$ cat config.mk
export PLATFORM = sky130hd
export DESIGN_NAME = status_hierarchy
export DESIGN_NICKNAME = d
export VERILOG_FILES = /design/src/design/status_pkg.sv /design/src/design/status_hierarchy.sv /design/src/design/status_register.sv
export SDC_FILE = /design/constraint.sdc
export NUM_CORES = 1
export LEC_CHECK = 0
export BUFFER_PORTS_ARGS = -buffer_cell sky130_fd_sc_hd__buf_4
export CORE_ASPECT_RATIO = 1.25
export CORE_MARGIN = 2
export CORE_UTILIZATION = 25
export CTS_CLUSTER_SIZE = 12
export DETAILED_ROUTE_END_ITERATION = 8
export SETUP_SLACK_MARGIN = 0.4
export SLEW_MARGIN = 20
export SYNTH_ARGS = -nofsm -noshare
export SYNTH_HDL_FRONTEND = slang
export SYNTH_SLANG_ARGS = --single-unit
$ cat constraint.sdc
create_clock -name CLOCK -period 1.8 [get_ports CLOCK]
set_input_delay 0.36 -clock CLOCK [delete_from_list [all_inputs] [get_ports CLOCK]]
set_output_delay 0.36 -clock CLOCK [all_outputs]
set_load 0.03 [all_outputs]
$ cat src/design/status_pkg.sv
package status_pkg;
	localparam int PART_WIDTH = 16;
	localparam int TOP_BIT = 15;
	localparam int POWER_BIT = 9;
	localparam logic [15:0] PART_MASK = 16'h7fff;
	localparam logic [15:0] PART_ZERO = 16'h0000;
	localparam logic [7:0] BYTE_ZERO = 8'h00;

	// status byte bit positions
	localparam int STB_ERRQ = 2;
	localparam int STB_QUES = 3;
	localparam int STB_MSGAV = 4;
	localparam int STB_ESUM = 5;
	localparam int STB_MSS = 6;
	localparam int STB_OPER = 7;
	localparam logic [7:0] SRE_MASK = 8'hbc;

	// register select codes
	localparam logic [1:0] REG_OPER = 2'h0;
	localparam logic [1:0] REG_QUES = 2'h1;
	localparam logic [1:0] REG_STD = 2'h2;
	localparam logic [1:0] REG_STB = 2'h3;

	// part select codes
	localparam logic [2:0] PART_COND = 3'h0;
	localparam logic [2:0] PART_RISE = 3'h1;
	localparam logic [2:0] PART_FALL = 3'h2;
	localparam logic [2:0] PART_EVENT = 3'h3;
	localparam logic [2:0] PART_ENABLE = 3'h4;

	typedef struct packed {
		logic        rd;
		logic        wr;
		logic [1:0]  reg_sel;
		logic [2:0]  part_sel;
		logic [15:0] wdata;
	} access_type;

	function automatic logic [15:0] clip(input logic [15:0] v);
		return v & PART_MASK;
	endfunction
endpackage

$ cat src/design/status_hierarchy.sv
// Summary of operation
// - five sixteen-bit parts per status register
// - one source, same bit in all parts
// - bit fifteen always reads zero
// - condition mirrors live inputs or lower sums
// - condition part cannot be written
// - rising edge with filter sets event
// - falling edge with filter sets event
// - edge filters freely read and written
// - event bits stick until read
// - reading event returns value then clears
// - sum is OR of enabled events
// - enable part freely read and written
// - sum feeds next higher condition bit
// - status byte collects three register summaries
// - output buffer drives message available bit
// - masks act as enable parts
// - questionable bit nine is power status
// - request raised on enabled byte rise
// - bit six is master summary, mask ignored
// - status byte bit assignments, bits 0-1 unused
`timescale 1ns/1ps
module status_hierarchy
	import status_pkg::*;
(
	input  wire logic                CLOCK,
	input  wire logic                RESETN,
	input  wire status_pkg::access_type ACCESS,
	input  wire logic [15:0]         OPER_COND,
	input  wire logic [15:0]         QUES_COND,
	input  wire logic                POWER_STATUS,
	input  wire logic [15:0]         STD_EVENT_IN,
	input  wire logic                ERRQ_NONEMPTY,
	input  wire logic                MSG_AVAILABLE,
	output logic [15:0]              RDATA,
	output logic                     RVALID,
	output logic [7:0]               STATUS_BYTE,
	output logic                     SERVICE_REQUEST
);
	logic [15:0] cond_r [4];
	logic [15:0] rise_r [4];
	logic [15:0] fall_r [4];
	logic [15:0] event_r [4];
	logic [15:0] enable_r [4];
	logic [3:0]  sum_r;
	logic [15:0] cond_in [4];
	logic [15:0] rdata_d;
	logic [7:0]  stb_d;
	logic [7:0]  stb_q;
	logic        mss;
	logic [15:0] oper_now;
	logic [15:0] oper_edges;

	// one register part picked by the access word
	function automatic logic selects(input access_type a,
		input logic [1:0] r, input logic [2:0] p);
		return a.reg_sel == r && a.part_sel == p;
	endfunction

	// checker helpers: filtered edges the operation register should see
	assign oper_now = clip(OPER_COND);
	assign oper_edges = (oper_now & ~cond_r[REG_OPER] & rise_r[REG_OPER])
		| (~oper_now & cond_r[REG_OPER] & fall_r[REG_OPER]);

	// power status owns bit nine of questionable
	always_comb
	begin
		cond_in[REG_OPER] = OPER_COND;
		cond_in[REG_QUES] = QUES_COND;
		cond_in[REG_QUES][POWER_BIT] = POWER_STATUS;
		// standard events are pulses seen through rising filters
		cond_in[REG_STD] = STD_EVENT_IN;
		cond_in[REG_STB] = PART_ZERO;
		cond_in[REG_STB][STB_ERRQ] = ERRQ_NONEMPTY;
		cond_in[REG_STB][STB_QUES] = sum_r[REG_QUES];
		cond_in[REG_STB][STB_MSGAV] = MSG_AVAILABLE;
		cond_in[REG_STB][STB_ESUM] = sum_r[REG_STD];
		cond_in[REG_STB][STB_OPER] = sum_r[REG_OPER];
	end

	genvar g;
	generate
		for (g = 0; g < 4; g++)
		begin : regs
			// writes to the condition part are simply not decoded
			status_register u_reg (
				.clock     (CLOCK),
				.resetn    (RESETN),
				.cond_in   (cond_in[g]),
				.wr_rise   (ACCESS.wr
					&& selects(ACCESS, 2'(g), PART_RISE)),
				.wr_fall   (ACCESS.wr
					&& selects(ACCESS, 2'(g), PART_FALL)),
				.wr_enable (ACCESS.wr
					&& selects(ACCESS, 2'(g), PART_ENABLE)),
				.rd_event  (ACCESS.rd
					&& selects(ACCESS, 2'(g), PART_EVENT)),
				.wdata     (ACCESS.wdata),
				.cond_q    (cond_r[g]),
				.rise_q    (rise_r[g]),
				.fall_q    (fall_r[g]),
				.event_q   (event_r[g]),
				.enable_q  (enable_r[g]),
				.sum       (sum_r[g])
			);
		end
	endgenerate

	// master summary excludes bit six of the mask
	assign mss = |(cond_r[REG_STB][7:0] & SRE_MASK
		& enable_r[REG_STB][7:0]);

	always_comb
	begin
		stb_d = cond_r[REG_STB][7:0];
		stb_d[STB_MSS] = mss;
	end

	always_comb
	begin
		rdata_d = PART_ZERO;
		unique case (ACCESS.part_sel)
			PART_COND:   rdata_d = cond_r[ACCESS.reg_sel];
			PART_RISE:   rdata_d = rise_r[ACCESS.reg_sel];
			PART_FALL:   rdata_d = fall_r[ACCESS.reg_sel];
			PART_EVENT:  rdata_d = event_r[ACCESS.reg_sel];
			PART_ENABLE: rdata_d = enable_r[ACCESS.reg_sel];
			default:     rdata_d = PART_ZERO;
		endcase
		if (ACCESS.reg_sel == REG_STB && ACCESS.part_sel == PART_COND)
			rdata_d = {BYTE_ZERO, stb_d};
	end

	always_ff @(posedge CLOCK)
		if (!RESETN)
		begin
			RDATA  <= PART_ZERO;
			RVALID <= 1'b0;
		end
		else
		begin
			RVALID <= ACCESS.rd;
			if (ACCESS.rd)
				RDATA <= clip(rdata_d);
		end

	always_ff @(posedge CLOCK)
		if (!RESETN)
			stb_q <= BYTE_ZERO;
		else
			stb_q <= stb_d;

	always_ff @(posedge CLOCK)
		if (!RESETN)
			STATUS_BYTE <= BYTE_ZERO;
		else
			STATUS_BYTE <= stb_d;

	// request is a pulse on enabled byte bits going 0 to 1
	always_ff @(posedge CLOCK)
		if (!RESETN)
			SERVICE_REQUEST <= 1'b0;
		else
			SERVICE_REQUEST <= |(stb_d & ~stb_q & SRE_MASK
				& enable_r[REG_STB][7:0]);

	srq_rise_a: assert property (
		@(posedge CLOCK) disable iff (!RESETN)
		SERVICE_REQUEST |-> $past(|(stb_d & ~stb_q & SRE_MASK
			& enable_r[REG_STB][7:0])))
		else $error("request without enabled rise");

	srq_edge_a: assert property (
		@(posedge CLOCK) disable iff (!RESETN)
		|(stb_d & ~stb_q & SRE_MASK & enable_r[REG_STB][7:0])
		|=> SERVICE_REQUEST)
		else $error("enabled rise gave no request");

	top_bit_a: assert property (
		@(posedge CLOCK) disable iff (!RESETN)
		RVALID |-> !RDATA[TOP_BIT])
		else $error("bit fifteen read nonzero");

	oper_top_a: assert property (
		@(posedge CLOCK) disable iff (!RESETN)
		((cond_r[REG_OPER] | rise_r[REG_OPER] | fall_r[REG_OPER]
			| event_r[REG_OPER] | enable_r[REG_OPER]) & ~PART_MASK)
			== PART_ZERO)
		else $error("bit fifteen set in a part");

	cond_mirror_a: assert property (
		@(posedge CLOCK) disable iff (!RESETN)
		##1 cond_r[REG_OPER] == clip($past(OPER_COND)))
		else $error("condition not mirroring input");

	power_bit_a: assert property (
		@(posedge CLOCK) disable iff (!RESETN)
		##1 cond_r[REG_QUES][POWER_BIT] == $past(POWER_STATUS))
		else $error("power bit misplaced");

	event_sticky_a: assert property (
		@(posedge CLOCK) disable iff (!RESETN)
		(!(ACCESS.rd && ACCESS.part_sel == PART_EVENT)) |=>
		((event_r[REG_OPER] & $past(event_r[REG_OPER]))
			== $past(event_r[REG_OPER])))
		else $error("event bit lost without read");

	event_grow_a: assert property (
		@(posedge CLOCK) disable iff (!RESETN)
		!(ACCESS.rd && selects(ACCESS, REG_OPER, PART_EVENT))
		|=> event_r[REG_OPER] == ($past(event_r[REG_OPER])
			| $past(oper_edges)))
		else $error("event set without filtered edge");

	event_clear_a: assert property (
		@(posedge CLOCK) disable iff (!RESETN)
		(ACCESS.rd && selects(ACCESS, REG_OPER, PART_EVENT)
			&& oper_now == cond_r[REG_OPER])
		|=> event_r[REG_OPER] == PART_ZERO)
		else $error("event read did not clear");

	event_read_a: assert property (
		@(posedge CLOCK) disable iff (!RESETN)
		ACCESS.rd && selects(ACCESS, REG_OPER, PART_EVENT)
		|=> RVALID && RDATA == $past(event_r[REG_OPER]))
		else $error("event read value wrong");

	read_keep_a: assert property (
		@(posedge CLOCK) disable iff (!RESETN)
		ACCESS.rd && selects(ACCESS, REG_OPER, PART_EVENT)
		|=> event_r[REG_OPER] == $past(oper_edges))
		else $error("new event lost on clearing read");

	rise_set_a: assert property (
		@(posedge CLOCK) disable iff (!RESETN)
		##1 (($past(clip(OPER_COND)) & ~$past(cond_r[REG_OPER])
			& $past(rise_r[REG_OPER])) & ~event_r[REG_OPER]) == PART_ZERO)
		else $error("filtered rise not recorded");

	fall_set_a: assert property (
		@(posedge CLOCK) disable iff (!RESETN)
		##1 ((~$past(clip(OPER_COND)) & $past(cond_r[REG_OPER])
			& $past(fall_r[REG_OPER])) & ~event_r[REG_OPER]) == PART_ZERO)
		else $error("filtered fall not recorded");

	std_quiet_a: assert property (
		@(posedge CLOCK) disable iff (!RESETN)
		rise_r[REG_STD] == PART_ZERO && fall_r[REG_STD] == PART_ZERO
		|=> (event_r[REG_STD] & ~$past(event_r[REG_STD])) == PART_ZERO)
		else $error("unfiltered event recorded");

	rise_write_a: assert property (
		@(posedge CLOCK) disable iff (!RESETN)
		ACCESS.wr && selects(ACCESS, REG_OPER, PART_RISE)
		|=> rise_r[REG_OPER] == clip($past(ACCESS.wdata)))
		else $error("rise filter write lost");

	rise_hold_a: assert property (
		@(posedge CLOCK) disable iff (!RESETN)
		!(ACCESS.wr && selects(ACCESS, REG_OPER, PART_RISE))
		|=> $stable(rise_r[REG_OPER]))
		else $error("rise filter changed unwritten");

	rise_read_a: assert property (
		@(posedge CLOCK) disable iff (!RESETN)
		ACCESS.rd && !ACCESS.wr
			&& selects(ACCESS, REG_OPER, PART_RISE)
		|=> RDATA == $past(rise_r[REG_OPER])
			&& $stable(rise_r[REG_OPER]))
		else $error("rise filter read wrong");

	fall_write_a: assert property (
		@(posedge CLOCK) disable iff (!RESETN)
		ACCESS.wr && selects(ACCESS, REG_OPER, PART_FALL)
		|=> fall_r[REG_OPER] == clip($past(ACCESS.wdata)))
		else $error("fall filter write lost");

	fall_hold_a: assert property (
		@(posedge CLOCK) disable iff (!RESETN)
		!(ACCESS.wr && selects(ACCESS, REG_OPER, PART_FALL))
		|=> $stable(fall_r[REG_OPER]))
		else $error("fall filter changed unwritten");

	enable_write_a: assert property (
		@(posedge CLOCK) disable iff (!RESETN)
		ACCESS.wr && selects(ACCESS, REG_OPER, PART_ENABLE)
		|=> enable_r[REG_OPER] == clip($past(ACCESS.wdata)))
		else $error("enable write lost");

	enable_hold_a: assert property (
		@(posedge CLOCK) disable iff (!RESETN)
		!(ACCESS.wr && selects(ACCESS, REG_OPER, PART_ENABLE))
		|=> $stable(enable_r[REG_OPER]))
		else $error("enable changed unwritten");

	enable_read_a: assert property (
		@(posedge CLOCK) disable iff (!RESETN)
		ACCESS.rd && !ACCESS.wr
			&& selects(ACCESS, REG_OPER, PART_ENABLE)
		|=> RDATA == $past(enable_r[REG_OPER])
			&& $stable(enable_r[REG_OPER]))
		else $error("enable read wrong");

	cond_read_a: assert property (
		@(posedge CLOCK) disable iff (!RESETN)
		ACCESS.rd && selects(ACCESS, REG_OPER, PART_COND)
		|=> RDATA == $past(cond_r[REG_OPER]))
		else $error("condition read wrong");

	ques_sum_a: assert property (
		@(posedge CLOCK) disable iff (!RESETN)
		sum_r[REG_QUES]
			== ((event_r[REG_QUES] & enable_r[REG_QUES]) != PART_ZERO))
		else $error("questionable sum wrong");

	mss_a: assert property (
		@(posedge CLOCK) disable iff (!RESETN)
		##1 STATUS_BYTE[STB_MSS] == $past(mss))
		else $error("master summary wrong");

	sum_up_a: assert property (
		@(posedge CLOCK) disable iff (!RESETN)
		##1 cond_r[REG_STB][STB_OPER] == $past(sum_r[REG_OPER]))
		else $error("sum not propagated");

	ques_up_a: assert property (
		@(posedge CLOCK) disable iff (!RESETN)
		##1 cond_r[REG_STB][STB_QUES] == $past(sum_r[REG_QUES]))
		else $error("questionable sum not propagated");

	esum_up_a: assert property (
		@(posedge CLOCK) disable iff (!RESETN)
		##1 cond_r[REG_STB][STB_ESUM] == $past(sum_r[REG_STD]))
		else $error("event status sum not propagated");

	msgav_a: assert property (
		@(posedge CLOCK) disable iff (!RESETN)
		##1 cond_r[REG_STB][STB_MSGAV] == $past(MSG_AVAILABLE))
		else $error("message available bit wrong");

	errq_a: assert property (
		@(posedge CLOCK) disable iff (!RESETN)
		##1 cond_r[REG_STB][STB_ERRQ] == $past(ERRQ_NONEMPTY))
		else $error("error queue bit wrong");

	byte_follow_a: assert property (
		@(posedge CLOCK) disable iff (!RESETN)
		##1 STATUS_BYTE == $past(stb_d) && STATUS_BYTE[1:0] == 2'b00)
		else $error("status byte wrong");

	reset_clear_a: assert property (
		@(posedge CLOCK) disable iff (!RESETN)
		$rose(RESETN) |-> event_r[REG_OPER] == PART_ZERO
			&& enable_r[REG_OPER] == PART_ZERO)
		else $error("reset left event or enable set");
endmodule

$ cat src/design/status_register.sv
`timescale 1ns/1ps
module status_register
	import status_pkg::*;
(
	input  wire logic        clock,
	input  wire logic        resetn,
	input  wire logic [15:0] cond_in,
	input  wire logic        wr_rise,
	input  wire logic        wr_fall,
	input  wire logic        wr_enable,
	input  wire logic        rd_event,
	input  wire logic [15:0] wdata,
	output logic [15:0]      cond_q,
	output logic [15:0]      rise_q,
	output logic [15:0]      fall_q,
	output logic [15:0]      event_q,
	output logic [15:0]      enable_q,
	output logic             sum
);
	logic [15:0] hit;

	always_ff @(posedge clock)
		cond_q <= clip(cond_in);

	assign hit = ((cond_q & ~clip(cond_in)) == PART_ZERO ? PART_ZERO :
		(cond_q & ~clip(cond_in) & fall_q))
		| (~cond_q & clip(cond_in) & rise_q);

	always_ff @(posedge clock)
		if (!resetn)
			rise_q <= PART_ZERO;
		else if (wr_rise)
			rise_q <= clip(wdata);

	always_ff @(posedge clock)
		if (!resetn)
			fall_q <= PART_ZERO;
		else if (wr_fall)
			fall_q <= clip(wdata);

	always_ff @(posedge clock)
		if (!resetn)
			enable_q <= PART_ZERO;
		else if (wr_enable)
			enable_q <= clip(wdata);

	always_ff @(posedge clock)
		if (!resetn)
			event_q <= PART_ZERO;
		else if (rd_event)
			event_q <= clip(hit);
		else
			event_q <= clip(event_q | hit);

	assign sum = |(event_q & enable_q);
endmodule

==> impl_metrics.toml <==
[cells_and_area]
diodes = 0
stdcell_area_mm2 = 0.01820
multi_input_area_mm2 = 0.007556
final_util = 0.3308
final-seq-area_mm2 = 0.006136
drive_gt1_frac = 0.2586
fillCellCount = 5679
syn2layout_area_growth_pct = 30.67
fin_nets = 1777

[global_routing]
grt_overflow = 0
antenna_found_initial = 0
grt_pass1_wl_um = 75130
grt_pass1_vias = 12113
grtUsageTotal = 0.1707
grt_max_degree = 167

[drt]
route.detailed.drc = 0
dr.pass1.iters = 5
vias = 12041
drt_iter0_markers = 970
wirelength_um = 50100
drtAntennaViolNets = 0
wire_per_inst_um = 20.47
vias_per_cell = 4.919

[timing]
setup_viol = 1
fin_worst_skew_ps = 7.544
worst_slew_pin_slew_ps = 752.8
hold_violations = 0
slew_viol_final = 0
finalCriticalPeriod_ps = 1803
slew_headroom = 0.4959
fin_crit_sh = 1.002
max_freq_ghz = 0.5545
hold_slack_ps = 69.42
fin_ws_ps = -3.290
rsz0062_at_grt = "yes"

[pwr]
leakage_nw = 6.543
power_density_mw_per_mm2 = 773.7
ir_drop_uv = 698.9

[place]
post_dp_cell_area_mm2 = 0.01651
hpwl_um = 36760
place_congestion = 0.9261
io_buffers = 93

[synth]
syn-mean-instance-area_um2 = 9.366
yosys.area.top_type = "dfxtp_1"
synth_top_area_frac = 0.4355
synth_area_leaders = "dfxtp_1 44%, mux2i_1 8.3%, nand2_1 7.6%"
ys_seq_area_frac = 0.4355
dominantRegCellSynth = "dfxtp_1"
synth-seq-cells = 303
synth_cell_types = 57
ys_warn_count = 0
synth.cell_area_mm2 = 0.01393
synth_edf_count = 0
async_flop_share = 0
syn_inst = 1487

[setup_path]
cp.arrival_ps = 2270
ff2ff_setup_slack_ps = -3
worstSetupPathType = "reg2reg"
crit_fanout = 2
cp-end-kind = "register"
cp_data_required_time_ps = 2260
start_kind = "register"

[outcome]
outcome = "finished with violations"
violations = "setup timing"

[die]
die_h_um = 267.9
die_x_um = 215.1
io-pin-count = 102
coreArea_mm2 = 0.05501
num_rows = 96
start_util = 0.2532
die_area_mm2 = 0.05762

[clocking]
cts-buffers-inserted = 30
cts.sink_count = 303
clk_pin_slew_worst_paths_ps = 60
root_buffer = "clkbuf_16"
insertion_delay_ps = 570
cts_tree = "yes"
cts_buffer_depth = 3
htree_levels = 1

[job]
cap_violations = 0

[hold_path]
hold_path.class = "in2reg"
[cells in the mapped netlist, types with 3 or more instances]
cell,number
dfxtp_1,303
nand2_1,281
mux2i_1,116
nor2b_1,116
a21boi_0,109
o21ai_0,86
clkbuf_1,66
nand3_1,53
a21oi_1,51
nand3b_1,50
mux4_2,38
a22oi_1,28
buf_2,23
a21boi_1,15
buf_6,10
inv_1,9
nor2_1,9
a31oi_1,8
buf_4,8
mux2_2,8
and2_1,7
nand2b_1,7
o211ai_1,7
o221ai_1,7
o22ai_1,6
nand4_1,5
o21a_1,5
a211oi_1,4
and3_1,4
a221oi_1,3
a222oi_1,3
buf_8,3
nor2_2,3
nor2_4,3
or3_1,3
[cell type report]
class                      count  share of cell area
inverter                       9            0.001856
tap                          735             0.05053
clock inverter                 2           0.0005500
timing repair buffer         292              0.1476
multi-input combinational   1065              0.4152
sequential                   303              0.3372
clock buffer                  42             0.04710
[where the power goes]
part	internal, W	switching (W)	leakage [nW]	total, W
logic	0.000636	0.000709	3.64	0.00135
clock network	0.00324	0.00260	0.427	0.00584
registers	0.00681	0.0000870	2.48	0.00689
[cells in the final DEF, fill, tap and decap left out, types with 4 or more instances in the layout]
cell,count
o221ai_1,7
a22oi_1,28
a31oi_1,6
nand3b_1,50
mux4_2,40
nand2_1,275
clkbuf_16,31
buf_4,197
clkbuf_1,7
inv_1,9
o211ai_1,7
o22ai_1,4
and2_1,7
nor2_1,8
nand4_1,5
a21oi_2,31
a21boi_1,62
nand2b_1,5
mux2_4,4
clkbuf_8,4
buf_12,22
o21a_1,5
a211oi_1,4
nand2_2,4
mux2i_1,116
nor2b_1,113
dfxtp_4,7
nand3_1,52
a21oi_1,20
dfxtp_2,35
dlygate4sd3_1,47
buf_6,25
o21ai_0,86
mux2_2,4
a21boi_0,61
dfxtp_1,261
nor2_4,7
nand3_4,4
[state kept, by name, summed over array words and instances (netlist names)]
register / count
RDATA: 15
STATUS_BYTE: 6
RVALID: 1
SERVICE_REQUEST: 1
regs.u_reg.enable_q: 60
regs.u_reg.event_q: 50
regs.u_reg.fall_q: 60
regs.u_reg.cond_q: 50
regs.u_reg.rise_q: 60
[metrics by stage]
stage	setup TNS [ps]	power, W	cells	setup WS [ps]
final	-3.290	0.01408	2448	-3.290
after global routing	-152.7	0.01450	2448	-94.77
after CTS	-31.95	0.01417	2444	-31.95
after detailed placement	-7825	0.008260	2346	-150.1
after global placement	-6879	0.008243	2346	-157.3
after floorplan	0	0.007715	1489	69.36
[routing by layer]
layer  global-route usage  routed length, µm  vias up
li1                     -                  -     5674
met1               0.2061              20350     5839
met2               0.2995              24320      423
met3              0.02558               3166      105
met4              0.07922               2271        0
met5                    0                  0        -
[cell families (layout without fill, tap and decap cells)]
logic type,Yosys count,count (layout),share of synthesized area
muxes,164,164,0.1551
and+or+nand+nor,556,556,0.2037
buffers and inverters,121,345,0.04465
DFF,303,303,0.4355
other,1,3,0.0002693
AOI/OAI and AO/OA,342,342,0.1608
[worst max-delay path: stages, from the launching register on]
cell and delay (ps):
dfxtp_4 360, a222oi_1 490, buf_4 210, nand3_4 60, or3_4 340, a31oi_2 160, a21boi_1 70
[worst paths after layout]
check | start | to | cells after the start
max | regs[1].u_reg.event_q[7] | regs[3].u_reg.event_q[3] | 6
min reg2reg | regs[3].u_reg.event_q[3] | regs[3].u_reg.event_q[3] | 2
min | ACCESS[22] | RDATA[2] | 2
max reg2reg | regs[1].u_reg.event_q[7] | regs[3].u_reg.event_q[3] | 6
[timing repair]
action | in CTS | in global routing
pin swaps | 16 | 6
gates resized for setup | 86 | 13
setup endpoints to repair | 35 | 43
hold buffers | 47 | 0
buffers inserted | 7 | 4
endpoints found under the hold margin | 47 | 0
(Power assumes the default switching activity.)
